--- config.mk ---
export PLATFORM = sky130hd
export DESIGN_NAME = bfdv_top
export DESIGN_NICKNAME = d
export VERILOG_FILES = /design/src/inc/bfdv_pkg.sv /design/src/logic/bfdv_top.sv
export SDC_FILE = /design/constraint.sdc
export NUM_CORES = 1
export LEC_CHECK = 0
export BUFFER_PORTS_ARGS = -buffer_cell sky130_fd_sc_hd__buf_2
export CORE_ASPECT_RATIO = 1.2
export CORE_MARGIN = 1.5
export CORE_UTILIZATION = 35
export DETAILED_ROUTE_END_ITERATION = 8
export PLACE_DENSITY_LB_ADDON = 0.12
export SLEW_MARGIN = 20
export SYNTH_ARGS = -nofsm -noshare
export SYNTH_HDL_FRONTEND = slang
export SYNTH_SLANG_ARGS = --single-unit
--- constraint.sdc ---
create_clock -name sys_clk -period 9.4 [get_ports sys_clk]
set_clock_uncertainty 0.05 [all_clocks]
set_input_delay 0.47 -clock sys_clk [delete_from_list [all_inputs] [get_ports sys_clk]]
set_output_delay 0.47 -clock sys_clk [all_outputs]
set_load 0.03 [all_outputs]
--- src/inc/bfdv_pkg.sv ---
// Purpose: constants and carriers for the bfd receive validation block
// Assumes: apb with 8-bit byte address, 32-bit data
// Notes: register layouts are the packed structs below
`default_nettype none
package bfdv_pkg;
   // channel types
   localparam logic [15:0] CT_CC_OLD = 16'h0007;
   localparam logic [15:0] CT_CC_NEW = 16'h0022;
   localparam logic [15:0] CT_CV = 16'h0023;
   // minimum pdu lengths in bytes
   localparam logic [7:0] MIN_LEN_PLAIN = 8'h18;
   localparam logic [7:0] MIN_LEN_AUTH = 8'h1a;
   // register byte offsets
   localparam logic [7:0] OFF_CTRL = 8'h00;
   localparam logic [7:0] OFF_SRC_LDISCR = 8'h04;
   localparam logic [7:0] OFF_SRC_RDISCR = 8'h08;
   localparam logic [7:0] OFF_SINK_LDISCR = 8'h0c;
   localparam logic [7:0] OFF_SINK_RDISCR = 8'h10;
   localparam logic [7:0] OFF_SRC_INFO = 8'h14;
   localparam logic [7:0] OFF_SINK_INFO = 8'h18;
   localparam logic [7:0] OFF_STICKY = 8'h1c;
   localparam logic [7:0] OFF_MISS = 8'h20;
   localparam logic [7:0] OFF_CNT0 = 8'h24;
   localparam int NUM_CNT = 4;
   localparam int CNT_RX_SEL = 0;
   localparam int CNT_RX_NONSEL = 1;
   localparam int CNT_TX_SEL = 2;
   localparam int CNT_TX_NONSEL = 3;
   // reset values and write masks
   localparam logic [31:0] CTRL_RST = 32'hff01_0000;
   localparam logic [31:0] CTRL_MASK = 32'hff07_03ff;
   localparam logic [31:0] INFO_SW_MASK = 32'h0000_ff7f;
   localparam logic [31:0] ZERO32 = 32'h0000_0000;
   // sticky bit positions: failure code minus one, then loss flags
   localparam int STK_W = 8;
   localparam int STK_LOSS_SRC = 6;
   localparam int STK_LOSS_SINK = 7;

   typedef struct packed {
      logic [7:0] length_upper_limit;
      logic [4:0] rsvd1;
      logic [2:0] expected_protocol_version;
      logic [5:0] rsvd0;
      logic rx_error_cpu_copy;
      logic tx_insert_enable;
      logic rx_validate_enable;
      logic rx_sampling_enable;
      logic single_session_mode;
      logic cv_counter_select;
      logic cc_counter_select;
      logic cc_channel_type_select;
      logic cv_processing_enable;
      logic cc_processing_enable;
   } bfdv_ctrl_s;

   typedef struct packed {
      logic [7:0] remote_multiplier;
      logic rsvd1;
      logic [4:0] remote_diagnostic;
      logic [1:0] remote_state;
      logic [7:0] local_multiplier;
      logic rsvd0;
      logic [4:0] local_diagnostic;
      logic [1:0] local_state;
   } bfdv_info_s;

   typedef struct packed {
      logic [15:0] chan_type;
      logic [2:0] version;
      logic [4:0] diag;
      logic [1:0] state;
      logic auth_present;
      logic multipoint;
      logic [7:0] detect_mult;
      logic [7:0] length;
      logic [31:0] your_discr;
   } bfdv_pdu_s;

   typedef struct packed {
      logic [15:0] chan_type;
      logic far_end;
   } bfdv_tx_s;

   typedef struct packed {
      logic [1:0] state;
      logic [4:0] diag;
      logic [7:0] mult;
   } bfdv_txf_s;

   typedef enum logic [2:0] {
      FAIL_NONE = 3'b000,
      FAIL_VERSION = 3'b001,
      FAIL_SHORT = 3'b010,
      FAIL_LONG = 3'b011,
      FAIL_ZERO_MULT = 3'b100,
      FAIL_MULTIPOINT = 3'b101,
      FAIL_DISCR = 3'b110
   } bfdv_fail_e;
endpackage
`default_nettype wire

--- src/logic/bfdv_top.sv ---
// Purpose: bfd receive validation, session sampling, loss detect, tx field insert
// Assumes: pdus arrive as one-cycle strobes from logic on sys_clk
// Notes: registers over apb, one wait state per transfer
`default_nettype none
module bfdv_top (
   // clock and reset
   input wire logic sys_clk,
   input wire logic nrst,
   // apb slave
   input wire logic psel,
   input wire logic penable,
   input wire logic pwrite,
   input wire logic [7:0] paddr,
   input wire logic [31:0] pwdata,
   output logic [31:0] prdata,
   output logic pready,
   output logic pslverr,
   // receive pdus
   input wire logic rx_valid,
   input wire bfdv_pkg::bfdv_pdu_s rx_pdu,
   output logic rx_accept,
   output logic rx_discard,
   output logic rx_cpu_copy,
   output logic rx_far_end,
   // loss controller tick and event
   input wire logic loss_tick,
   output logic continuity_loss,
   // transmit field insertion
   input wire logic tx_valid,
   input wire bfdv_pkg::bfdv_tx_s tx_req,
   output logic tx_out_valid,
   output logic tx_insert,
   output bfdv_pkg::bfdv_txf_s tx_fields
);
   bfdv_pkg::bfdv_ctrl_s ctrl;
   logic [31:0] src_ldiscr, src_rdiscr, sink_ldiscr, sink_rdiscr;
   bfdv_pkg::bfdv_info_s info [2];
   logic [bfdv_pkg::STK_W-1:0] sticky;
   logic [bfdv_pkg::STK_W-1:0] sticky_set;
   logic [bfdv_pkg::STK_W-1:0] sticky_clr;
   logic [7:0] miss [2];
   logic [1:0] loss_hit;
   logic [15:0] cnt [bfdv_pkg::NUM_CNT];
   logic [bfdv_pkg::NUM_CNT-1:0] cnt_inc;
   logic wr_en, rd_hit;
   logic [31:0] rd_val;
   logic is_cc, is_cv, take, hit_src, hit_sink, far_sel, ok;
   logic [7:0] min_len;
   bfdv_pkg::bfdv_fail_e fail;
   logic tx_cc, tx_cv, tx_sink;

   // apb: access phase answered on its second edge
   assign wr_en = psel & penable & pready & pwrite;

   always_comb begin
      rd_hit = 1'b1;
      rd_val = bfdv_pkg::ZERO32;
      case (paddr)
         bfdv_pkg::OFF_CTRL: rd_val = ctrl;
         bfdv_pkg::OFF_SRC_LDISCR: rd_val = src_ldiscr;
         bfdv_pkg::OFF_SRC_RDISCR: rd_val = src_rdiscr;
         bfdv_pkg::OFF_SINK_LDISCR: rd_val = sink_ldiscr;
         bfdv_pkg::OFF_SINK_RDISCR: rd_val = sink_rdiscr;
         bfdv_pkg::OFF_SRC_INFO: rd_val = info[0];
         bfdv_pkg::OFF_SINK_INFO: rd_val = info[1];
         bfdv_pkg::OFF_STICKY: rd_val = {24'h00_0000, sticky};
         bfdv_pkg::OFF_MISS: rd_val = {16'h0000, miss[1], miss[0]};
         bfdv_pkg::OFF_CNT0: rd_val = {16'h0000, cnt[bfdv_pkg::CNT_RX_SEL]};
         bfdv_pkg::OFF_CNT0 + 8'h04: rd_val = {16'h0000, cnt[bfdv_pkg::CNT_RX_NONSEL]};
         bfdv_pkg::OFF_CNT0 + 8'h08: rd_val = {16'h0000, cnt[bfdv_pkg::CNT_TX_SEL]};
         bfdv_pkg::OFF_CNT0 + 8'h0c: rd_val = {16'h0000, cnt[bfdv_pkg::CNT_TX_NONSEL]};
         default: rd_hit = 1'b0;
      endcase
   end

   always_ff @(posedge sys_clk or negedge nrst) begin
      if (!nrst) begin
         pready <= 1'b0;
         pslverr <= 1'b0;
         prdata <= bfdv_pkg::ZERO32;
      end else begin
         pready <= psel & penable & ~pready;
         pslverr <= psel & penable & ~pready & ~rd_hit;
         prdata <= (psel & penable & ~pready & ~pwrite) ? rd_val : bfdv_pkg::ZERO32;
      end
   end

   // software owned configuration, never touched by hardware
   always_ff @(posedge sys_clk or negedge nrst) begin
      if (!nrst) begin
         ctrl <= bfdv_pkg::CTRL_RST;
         src_ldiscr <= bfdv_pkg::ZERO32;
         src_rdiscr <= bfdv_pkg::ZERO32;
         sink_ldiscr <= bfdv_pkg::ZERO32;
         sink_rdiscr <= bfdv_pkg::ZERO32;
      end else if (wr_en) begin
         case (paddr)
            bfdv_pkg::OFF_CTRL: ctrl <= pwdata & bfdv_pkg::CTRL_MASK;
            bfdv_pkg::OFF_SRC_LDISCR: src_ldiscr <= pwdata;
            bfdv_pkg::OFF_SRC_RDISCR: src_rdiscr <= pwdata;
            bfdv_pkg::OFF_SINK_LDISCR: sink_ldiscr <= pwdata;
            bfdv_pkg::OFF_SINK_RDISCR: sink_rdiscr <= pwdata;
            default: ;
         endcase
      end
   end

   // classification
   always_comb begin
      is_cc = rx_pdu.chan_type == (ctrl.cc_channel_type_select ?
              bfdv_pkg::CT_CC_NEW : bfdv_pkg::CT_CC_OLD);
      is_cv = rx_pdu.chan_type == bfdv_pkg::CT_CV;
      take = rx_valid & ((is_cc & ctrl.cc_processing_enable) |
             (is_cv & ctrl.cv_processing_enable));
      min_len = rx_pdu.auth_present ? bfdv_pkg::MIN_LEN_AUTH : bfdv_pkg::MIN_LEN_PLAIN;
      hit_src = rx_pdu.your_discr == src_ldiscr;
      hit_sink = ~ctrl.single_session_mode & (rx_pdu.your_discr == sink_ldiscr);
   end

   // ordered checks, first failure wins
   always_comb begin
      fail = bfdv_pkg::FAIL_NONE;
      far_sel = 1'b0;
      if (ctrl.rx_validate_enable) begin
         if (rx_pdu.version != ctrl.expected_protocol_version) begin
            fail = bfdv_pkg::FAIL_VERSION;
         end else if (rx_pdu.length < min_len) begin
            fail = bfdv_pkg::FAIL_SHORT;
         end else if (rx_pdu.length > ctrl.length_upper_limit) begin
            fail = bfdv_pkg::FAIL_LONG;
         end else if (rx_pdu.detect_mult == 8'h00) begin
            fail = bfdv_pkg::FAIL_ZERO_MULT;
         end else if (rx_pdu.multipoint) begin
            fail = bfdv_pkg::FAIL_MULTIPOINT;
         end else if (!hit_src && !hit_sink) begin
            fail = bfdv_pkg::FAIL_DISCR;
         end else begin
            far_sel = ~hit_src & hit_sink;
         end
      end
   end
   assign ok = take & (fail == bfdv_pkg::FAIL_NONE);

   always_ff @(posedge sys_clk or negedge nrst) begin
      if (!nrst) begin
         rx_accept <= 1'b0;
         rx_discard <= 1'b0;
         rx_cpu_copy <= 1'b0;
         rx_far_end <= 1'b0;
      end else begin
         rx_accept <= ok;
         rx_discard <= take & (fail != bfdv_pkg::FAIL_NONE);
         rx_cpu_copy <= take & (fail != bfdv_pkg::FAIL_NONE) & ctrl.rx_error_cpu_copy;
         rx_far_end <= ok & far_sel;
      end
   end

   // session info: local part software, remote part sampled
   genvar s;
   generate
      for (s = 0; s < 2; s++) begin : g_sess
         logic mine, active;
         // independent mode: far-end pdus belong to the sink function
         assign mine = ok & (far_sel == (s == 1));
         // loss is watched by the source alone or the sink alone
         assign active = ctrl.single_session_mode == (s == 0);
         assign loss_hit[s] = loss_tick & active & (info[s].remote_multiplier != 8'h00) &
                              (miss[s] != info[s].remote_multiplier) &
                              (miss[s] + 8'h01 == info[s].remote_multiplier);

         always_ff @(posedge sys_clk or negedge nrst) begin
            if (!nrst) begin
               info[s] <= bfdv_pkg::ZERO32;
            end else begin
               if (wr_en && paddr == (s == 0 ? bfdv_pkg::OFF_SRC_INFO : bfdv_pkg::OFF_SINK_INFO)) begin
                  info[s] <= (info[s] & ~bfdv_pkg::INFO_SW_MASK) |
                             (pwdata & bfdv_pkg::INFO_SW_MASK);
               end else if (mine && is_cc && ctrl.rx_sampling_enable) begin
                  info[s].remote_state <= rx_pdu.state;
                  info[s].remote_diagnostic <= rx_pdu.diag;
                  info[s].remote_multiplier <= rx_pdu.detect_mult;
               end
            end
         end

         // a valid pdu clears the miss count over a same-cycle tick, which still raises loss_hit
         always_ff @(posedge sys_clk or negedge nrst) begin
            if (!nrst) begin
               miss[s] <= 8'h00;
            end else if (mine) begin
               miss[s] <= 8'h00;
            end else if (loss_tick && active && miss[s] != info[s].remote_multiplier) begin
               miss[s] <= miss[s] + 8'h01;
            end
         end
      end
   endgenerate

   always_ff @(posedge sys_clk or negedge nrst) begin
      if (!nrst) begin
         continuity_loss <= 1'b0;
      end else begin
         continuity_loss <= |loss_hit;
      end
   end

   // error flags: write one clears, a new set wins over the clear
   always_comb begin
      sticky_set = '0;
      if (take && fail != bfdv_pkg::FAIL_NONE) begin
         sticky_set[fail - 3'b001] = 1'b1;
      end
      sticky_set[bfdv_pkg::STK_LOSS_SRC] = loss_hit[0];
      sticky_set[bfdv_pkg::STK_LOSS_SINK] = loss_hit[1];
      sticky_clr = (wr_en && paddr == bfdv_pkg::OFF_STICKY) ? pwdata[bfdv_pkg::STK_W-1:0] : '0;
   end

   always_ff @(posedge sys_clk or negedge nrst) begin
      if (!nrst) begin
         sticky <= '0;
      end else begin
         sticky <= (sticky & ~sticky_clr) | sticky_set;
      end
   end

   // transmit side
   always_comb begin
      tx_cc = tx_req.chan_type == (ctrl.cc_channel_type_select ?
              bfdv_pkg::CT_CC_NEW : bfdv_pkg::CT_CC_OLD);
      tx_cv = tx_req.chan_type == bfdv_pkg::CT_CV;
      tx_sink = ~ctrl.single_session_mode & tx_req.far_end;
   end

   always_ff @(posedge sys_clk or negedge nrst) begin
      if (!nrst) begin
         tx_out_valid <= 1'b0;
         tx_insert <= 1'b0;
         tx_fields <= '0;
      end else begin
         tx_out_valid <= tx_valid;
         tx_insert <= tx_valid & (tx_cc | tx_cv) & ctrl.tx_insert_enable;
         tx_fields <= tx_sink ?
            {info[1].local_state, info[1].local_diagnostic, info[1].local_multiplier} :
            {info[0].local_state, info[0].local_diagnostic, info[0].local_multiplier};
      end
   end

   // counters, wrap silently
   always_comb begin
      cnt_inc = '0;
      cnt_inc[bfdv_pkg::CNT_RX_SEL] = take & ((is_cc & ctrl.cc_counter_select) |
                                      (is_cv & ctrl.cv_counter_select));
      cnt_inc[bfdv_pkg::CNT_RX_NONSEL] = take & ((is_cc & ~ctrl.cc_counter_select) |
                                         (is_cv & ~ctrl.cv_counter_select));
      cnt_inc[bfdv_pkg::CNT_TX_SEL] = tx_valid & ((tx_cc & ctrl.cc_counter_select) |
                                      (tx_cv & ctrl.cv_counter_select));
      cnt_inc[bfdv_pkg::CNT_TX_NONSEL] = tx_valid & ((tx_cc & ~ctrl.cc_counter_select) |
                                         (tx_cv & ~ctrl.cv_counter_select));
   end

   genvar c;
   generate
      for (c = 0; c < bfdv_pkg::NUM_CNT; c++) begin : g_cnt
         always_ff @(posedge sys_clk or negedge nrst) begin
            if (!nrst) begin
               cnt[c] <= 16'h0000;
            end else if (cnt_inc[c]) begin
               cnt[c] <= cnt[c] + 16'h0001;
            end
         end
      end
   endgenerate
endmodule // bfdv_top
`default_nettype wire

==> impl_metrics.env <==
export IMPL_final_common_cell="dfrtp_1"
export IMPL_dieArea_um2=50700
export IMPL_pwr_share_clk_pct=52.7
export IMPL_core_area_um2=49000
export IMPL_met3_usage_pct=3.49
export IMPL_power_uw=3560
export IMPL_layout_common_cells="dfrtp_1, mux2_2, buf_2"
export IMPL_critPathRequiredTime_ps=9800
export IMPL_tns_ps=0
export IMPL_crit_chain="inv_1 > ha_1 > a211oi_2 > nor2_1 > nand4bb_1 > a22oi_1 > o21ai_0 > nand2_1 > ha_1 > ha_1 > nand3_2 > nor3_4 > mux2_2"
export IMPL_critPathMaxFanout=15
export IMPL_seqPwrFrac_pct=42.9
export IMPL_yosysSeqAreaShare_pct=51.2
export IMPL_antenna_found_initial=2
export IMPL_syn_area_um2=17300
export IMPL_netlist_instances=1457
export IMPL_r2r_cells=13
export IMPL_synth_seq_cells=353
export IMPL_crit_type="reg -> reg"
export IMPL_p_int_uw=2760
export IMPL_critical_path_top_delay_family="simple AND/OR/NAND/NOR gates"
export IMPL_min_path_type="in -> reg"
export IMPL_multi_input_area_um2=8090
export IMPL_die_height_um=246
export IMPL_crit_slowest_cell="nor3_4"
export IMPL_synth_top_cell_area_share_pct=49.9
export IMPL_use_met1_pct=33.0
export IMPL_vias_per_cell=5.61
export IMPL_wl_um=61400
export IMPL_yosysWarnings=0
export IMPL_hold_depth=1
export IMPL_powerDensity_nw_per_um2=173
export IMPL_met2_usage_pct=39.5
export IMPL_slew_viol_final=0
export IMPL_clockBufferDepth=3
export IMPL_finalCriticalPeriod_ps=4150
export IMPL_area_growth_syn_to_layout_pct=19.2
export IMPL_synth_edf_count=0
export IMPL_cpPeakStageDelay_ps=870
export IMPL_firstDrtPassIters=6
export IMPL_syn_nets=1614
export IMPL_worstSkewPairLatency_ps=570
export IMPL_synth_cell_types=71
export IMPL_dp_hpwl_um=44300
export IMPL_first_iter_violations=957
export IMPL_setup_worst_path_start_class="flip-flop"
export IMPL_ir_drop_uv=117
export IMPL_clkTransAtPathRegs_ps=60
export IMPL_combPwrFrac_pct=4.4
export IMPL_worstReg2RegEnd="info[20]"
export IMPL_p_switching_uw=803
export IMPL_grt_pass1_vias=13200
export IMPL_fin_crit_sh_pct=44.1
export IMPL_cts_buffers=42
export IMPL_crit_buf_inv=1
export IMPL_status="complete, no violations"
export IMPL_async_flop_share_pct=100
export IMPL_r2r_setup_slack_ps=5250
export IMPL_final_nets=1808
export IMPL_leakage_uw=0.00960
export IMPL_tightest_slew_ps=1200
export IMPL_cts_tree="yes"
export IMPL_drive_above_1_share_pct=33.0
export IMPL_die_w_um=206
export IMPL_initial_core_util_pct=35.2
export IMPL_grt_busiest_layer="met2"
export IMPL_startpoint="ctrl[29]"
export IMPL_avgSynthCellArea_um2=11.9
export IMPL_rsz0062_at_grt="false"
export IMPL_overflow=0
export IMPL_nFillCells=4712
export IMPL_ant_nets=0
export IMPL_grt_util_all_layers_pct=24.5
export IMPL_hold_viol=0
export IMPL_vias=13000
export IMPL_num_rows=89
export IMPL_io_buffer_count=196
export IMPL_hold_path_end="tx_out_valid"
export IMPL_cts_setup_buffers=0
export IMPL_antennaDiodeCount=0
export IMPL_worstPathArrival_ps=4550
export IMPL_design_area_um2=20600
export IMPL_critical_path_most_common_cell="ha_1"
export IMPL_ys_flop_type="dfrtp_1"
export IMPL_relSlewSlack_pct=19.6
export IMPL_grt_pass1_wl_um=89800
export IMPL_cts_max_level=2
export IMPL_avgRoutedWirePerCell_um=26.4
export IMPL_swShare_pct=22.5
export IMPL_setup_violations=0
export IMPL_root_buffer="clkbuf_16"
export IMPL_min_from="tx_valid"
export IMPL_post_route_util_pct=42.0
export IMPL_gp_congestion=0.869
export IMPL_cts_sinks=353
export IMPL_holdWs_ps=33.2
export IMPL_ios=197
export IMPL_timing_rr_start="ctrl[29]"
export IMPL_grt_max_degree=91
export IMPL_max_cap_viol_count=0
export IMPL_drc_errors=0
export IMPL_max_clock_freq_mhz=241
export IMPL_placed_area_um2=19000
export IMPL_synth_area_leaders="dfrtp_1, mux2_2, xnor2_1, xor2_1, a22oi_1"
export IMPL_endpoint_kind="flip-flop"
export IMPL_register_area_um2=8840
export IMPL_synth_largest_area_cell="dfrtp_1"
worst max-delay path by stage:
| stage | endpoint | slack (ps) | cells after the start |
|---|---|---|---|
| after floorplan | info[49] | 6170 | 14 |
| after global placement | info[20] | 5350 | 13 |
| after detailed placement | info[20] | 5230 | 13 |
| after CTS | info[21] | 5250 | 13 |
| after global routing | info[21] | 5020 | 13 |
| final | info[20] | 5250 | 13 |
registers in the layout (all words and copies together), names as in the netlist, 8 cells and up:
signal,flops
miss,16
sink_rdiscr,32
prdata,32
info,60
tx_fields,15
sticky,8
sink_ldiscr,32
src_rdiscr,32
cnt,64
ctrl,20
src_ldiscr,32
power by group through the flow:
stage	logic (uW)	registers (uW)	clock network (uW)
6_report	158	1530	1880
5_1_grt	172	1530	1970
4_1_cts	160	1530	1920
3_5_place_dp	159	1550	0
3_3_place_gp	158	1550	0
2_1_floorplan	43.6	1560	0
metrics by stage:
step,worst slack (ps),std cells
after CTS,5250,2322
after floorplan,6170,1457
after global placement,5350,2243
after detailed placement,5230,2243
final,5250,2322
after global routing,5020,2322
cell usage after synthesis, types with 5 or more instances:
| library cell | n |
|---|---|
| mux2_4 | 10 |
| nor2_1 | 68 |
| o21ai_0 | 32 |
| dfstp_2 | 9 |
| mux4_2 | 7 |
| a21oi_1 | 26 |
| o211ai_1 | 5 |
| nand3_1 | 24 |
| nand2_1 | 108 |
| ha_1 | 16 |
| mux2_1 | 11 |
| nand4_1 | 42 |
| clkbuf_1 | 34 |
| o22ai_1 | 9 |
| a22oi_1 | 58 |
| and2_1 | 12 |
| xor2_1 | 58 |
| buf_2 | 28 |
| inv_1 | 19 |
| dfrtp_1 | 344 |
| nor4_1 | 18 |
| a222oi_1 | 24 |
| nor3_2 | 8 |
| and3_1 | 18 |
| nand2b_1 | 5 |
| xnor2_1 | 103 |
| a31oi_1 | 30 |
| mux2i_1 | 10 |
| nor2b_1 | 8 |
| a221oi_1 | 8 |
| mux2_2 | 205 |
| a22o_1 | 9 |
| nor3_1 | 25 |
repair_timing:
| action | 4_1_cts | 5_1_grt |
|---|---|---|
| hold endpoints to repair | 80 | 0 |
| gates resized for setup | 0 | 0 |
| hold buffers | 1 | 0 |
area by class of cell:
class | count | share of cell area, %
Sequential cell | 353 | 43.0
Tap cell | 637 | 3.87
Inverter | 19 | 0.346
Timing Repair Buffer | 220 | 5.72
Multi-Input combinational cell | 1015 | 39.3
Clock inverter | 23 | 1.72
Clock buffer | 55 | 6.09
layer usage:
layer	routed length, um	vias up
met5	21	-
met4	2300	4
met3	3420	102
met2	29100	461
met1	26500	6676
li1	-	5776
kinds of logic after synthesis:
| kind of cell | Yosys count | synth area share [%] |
|---|---|---|
| xor+xnor | 161 | 8.17 |
| flops | 353 | 51.2 |
| buf+inv | 89 | 2.29 |
| compound gates | 231 | 9.60 |
| mux | 243 | 16.4 |
| fa+ha+maj | 16 | 1.16 |
| simple gates | 364 | 11.1 |
worst reg2reg max path: cells and delay by family, from the launching register on:
kind,cells,cell delay (ps)
and+or+nand+nor,5,1700
adders and majority gates,3,710
AOI/OAI and AO/OA,3,580
DFF,1,530
buffers and inverters,1,50
muxes,1,430
(Power assumes the default switching activity.)
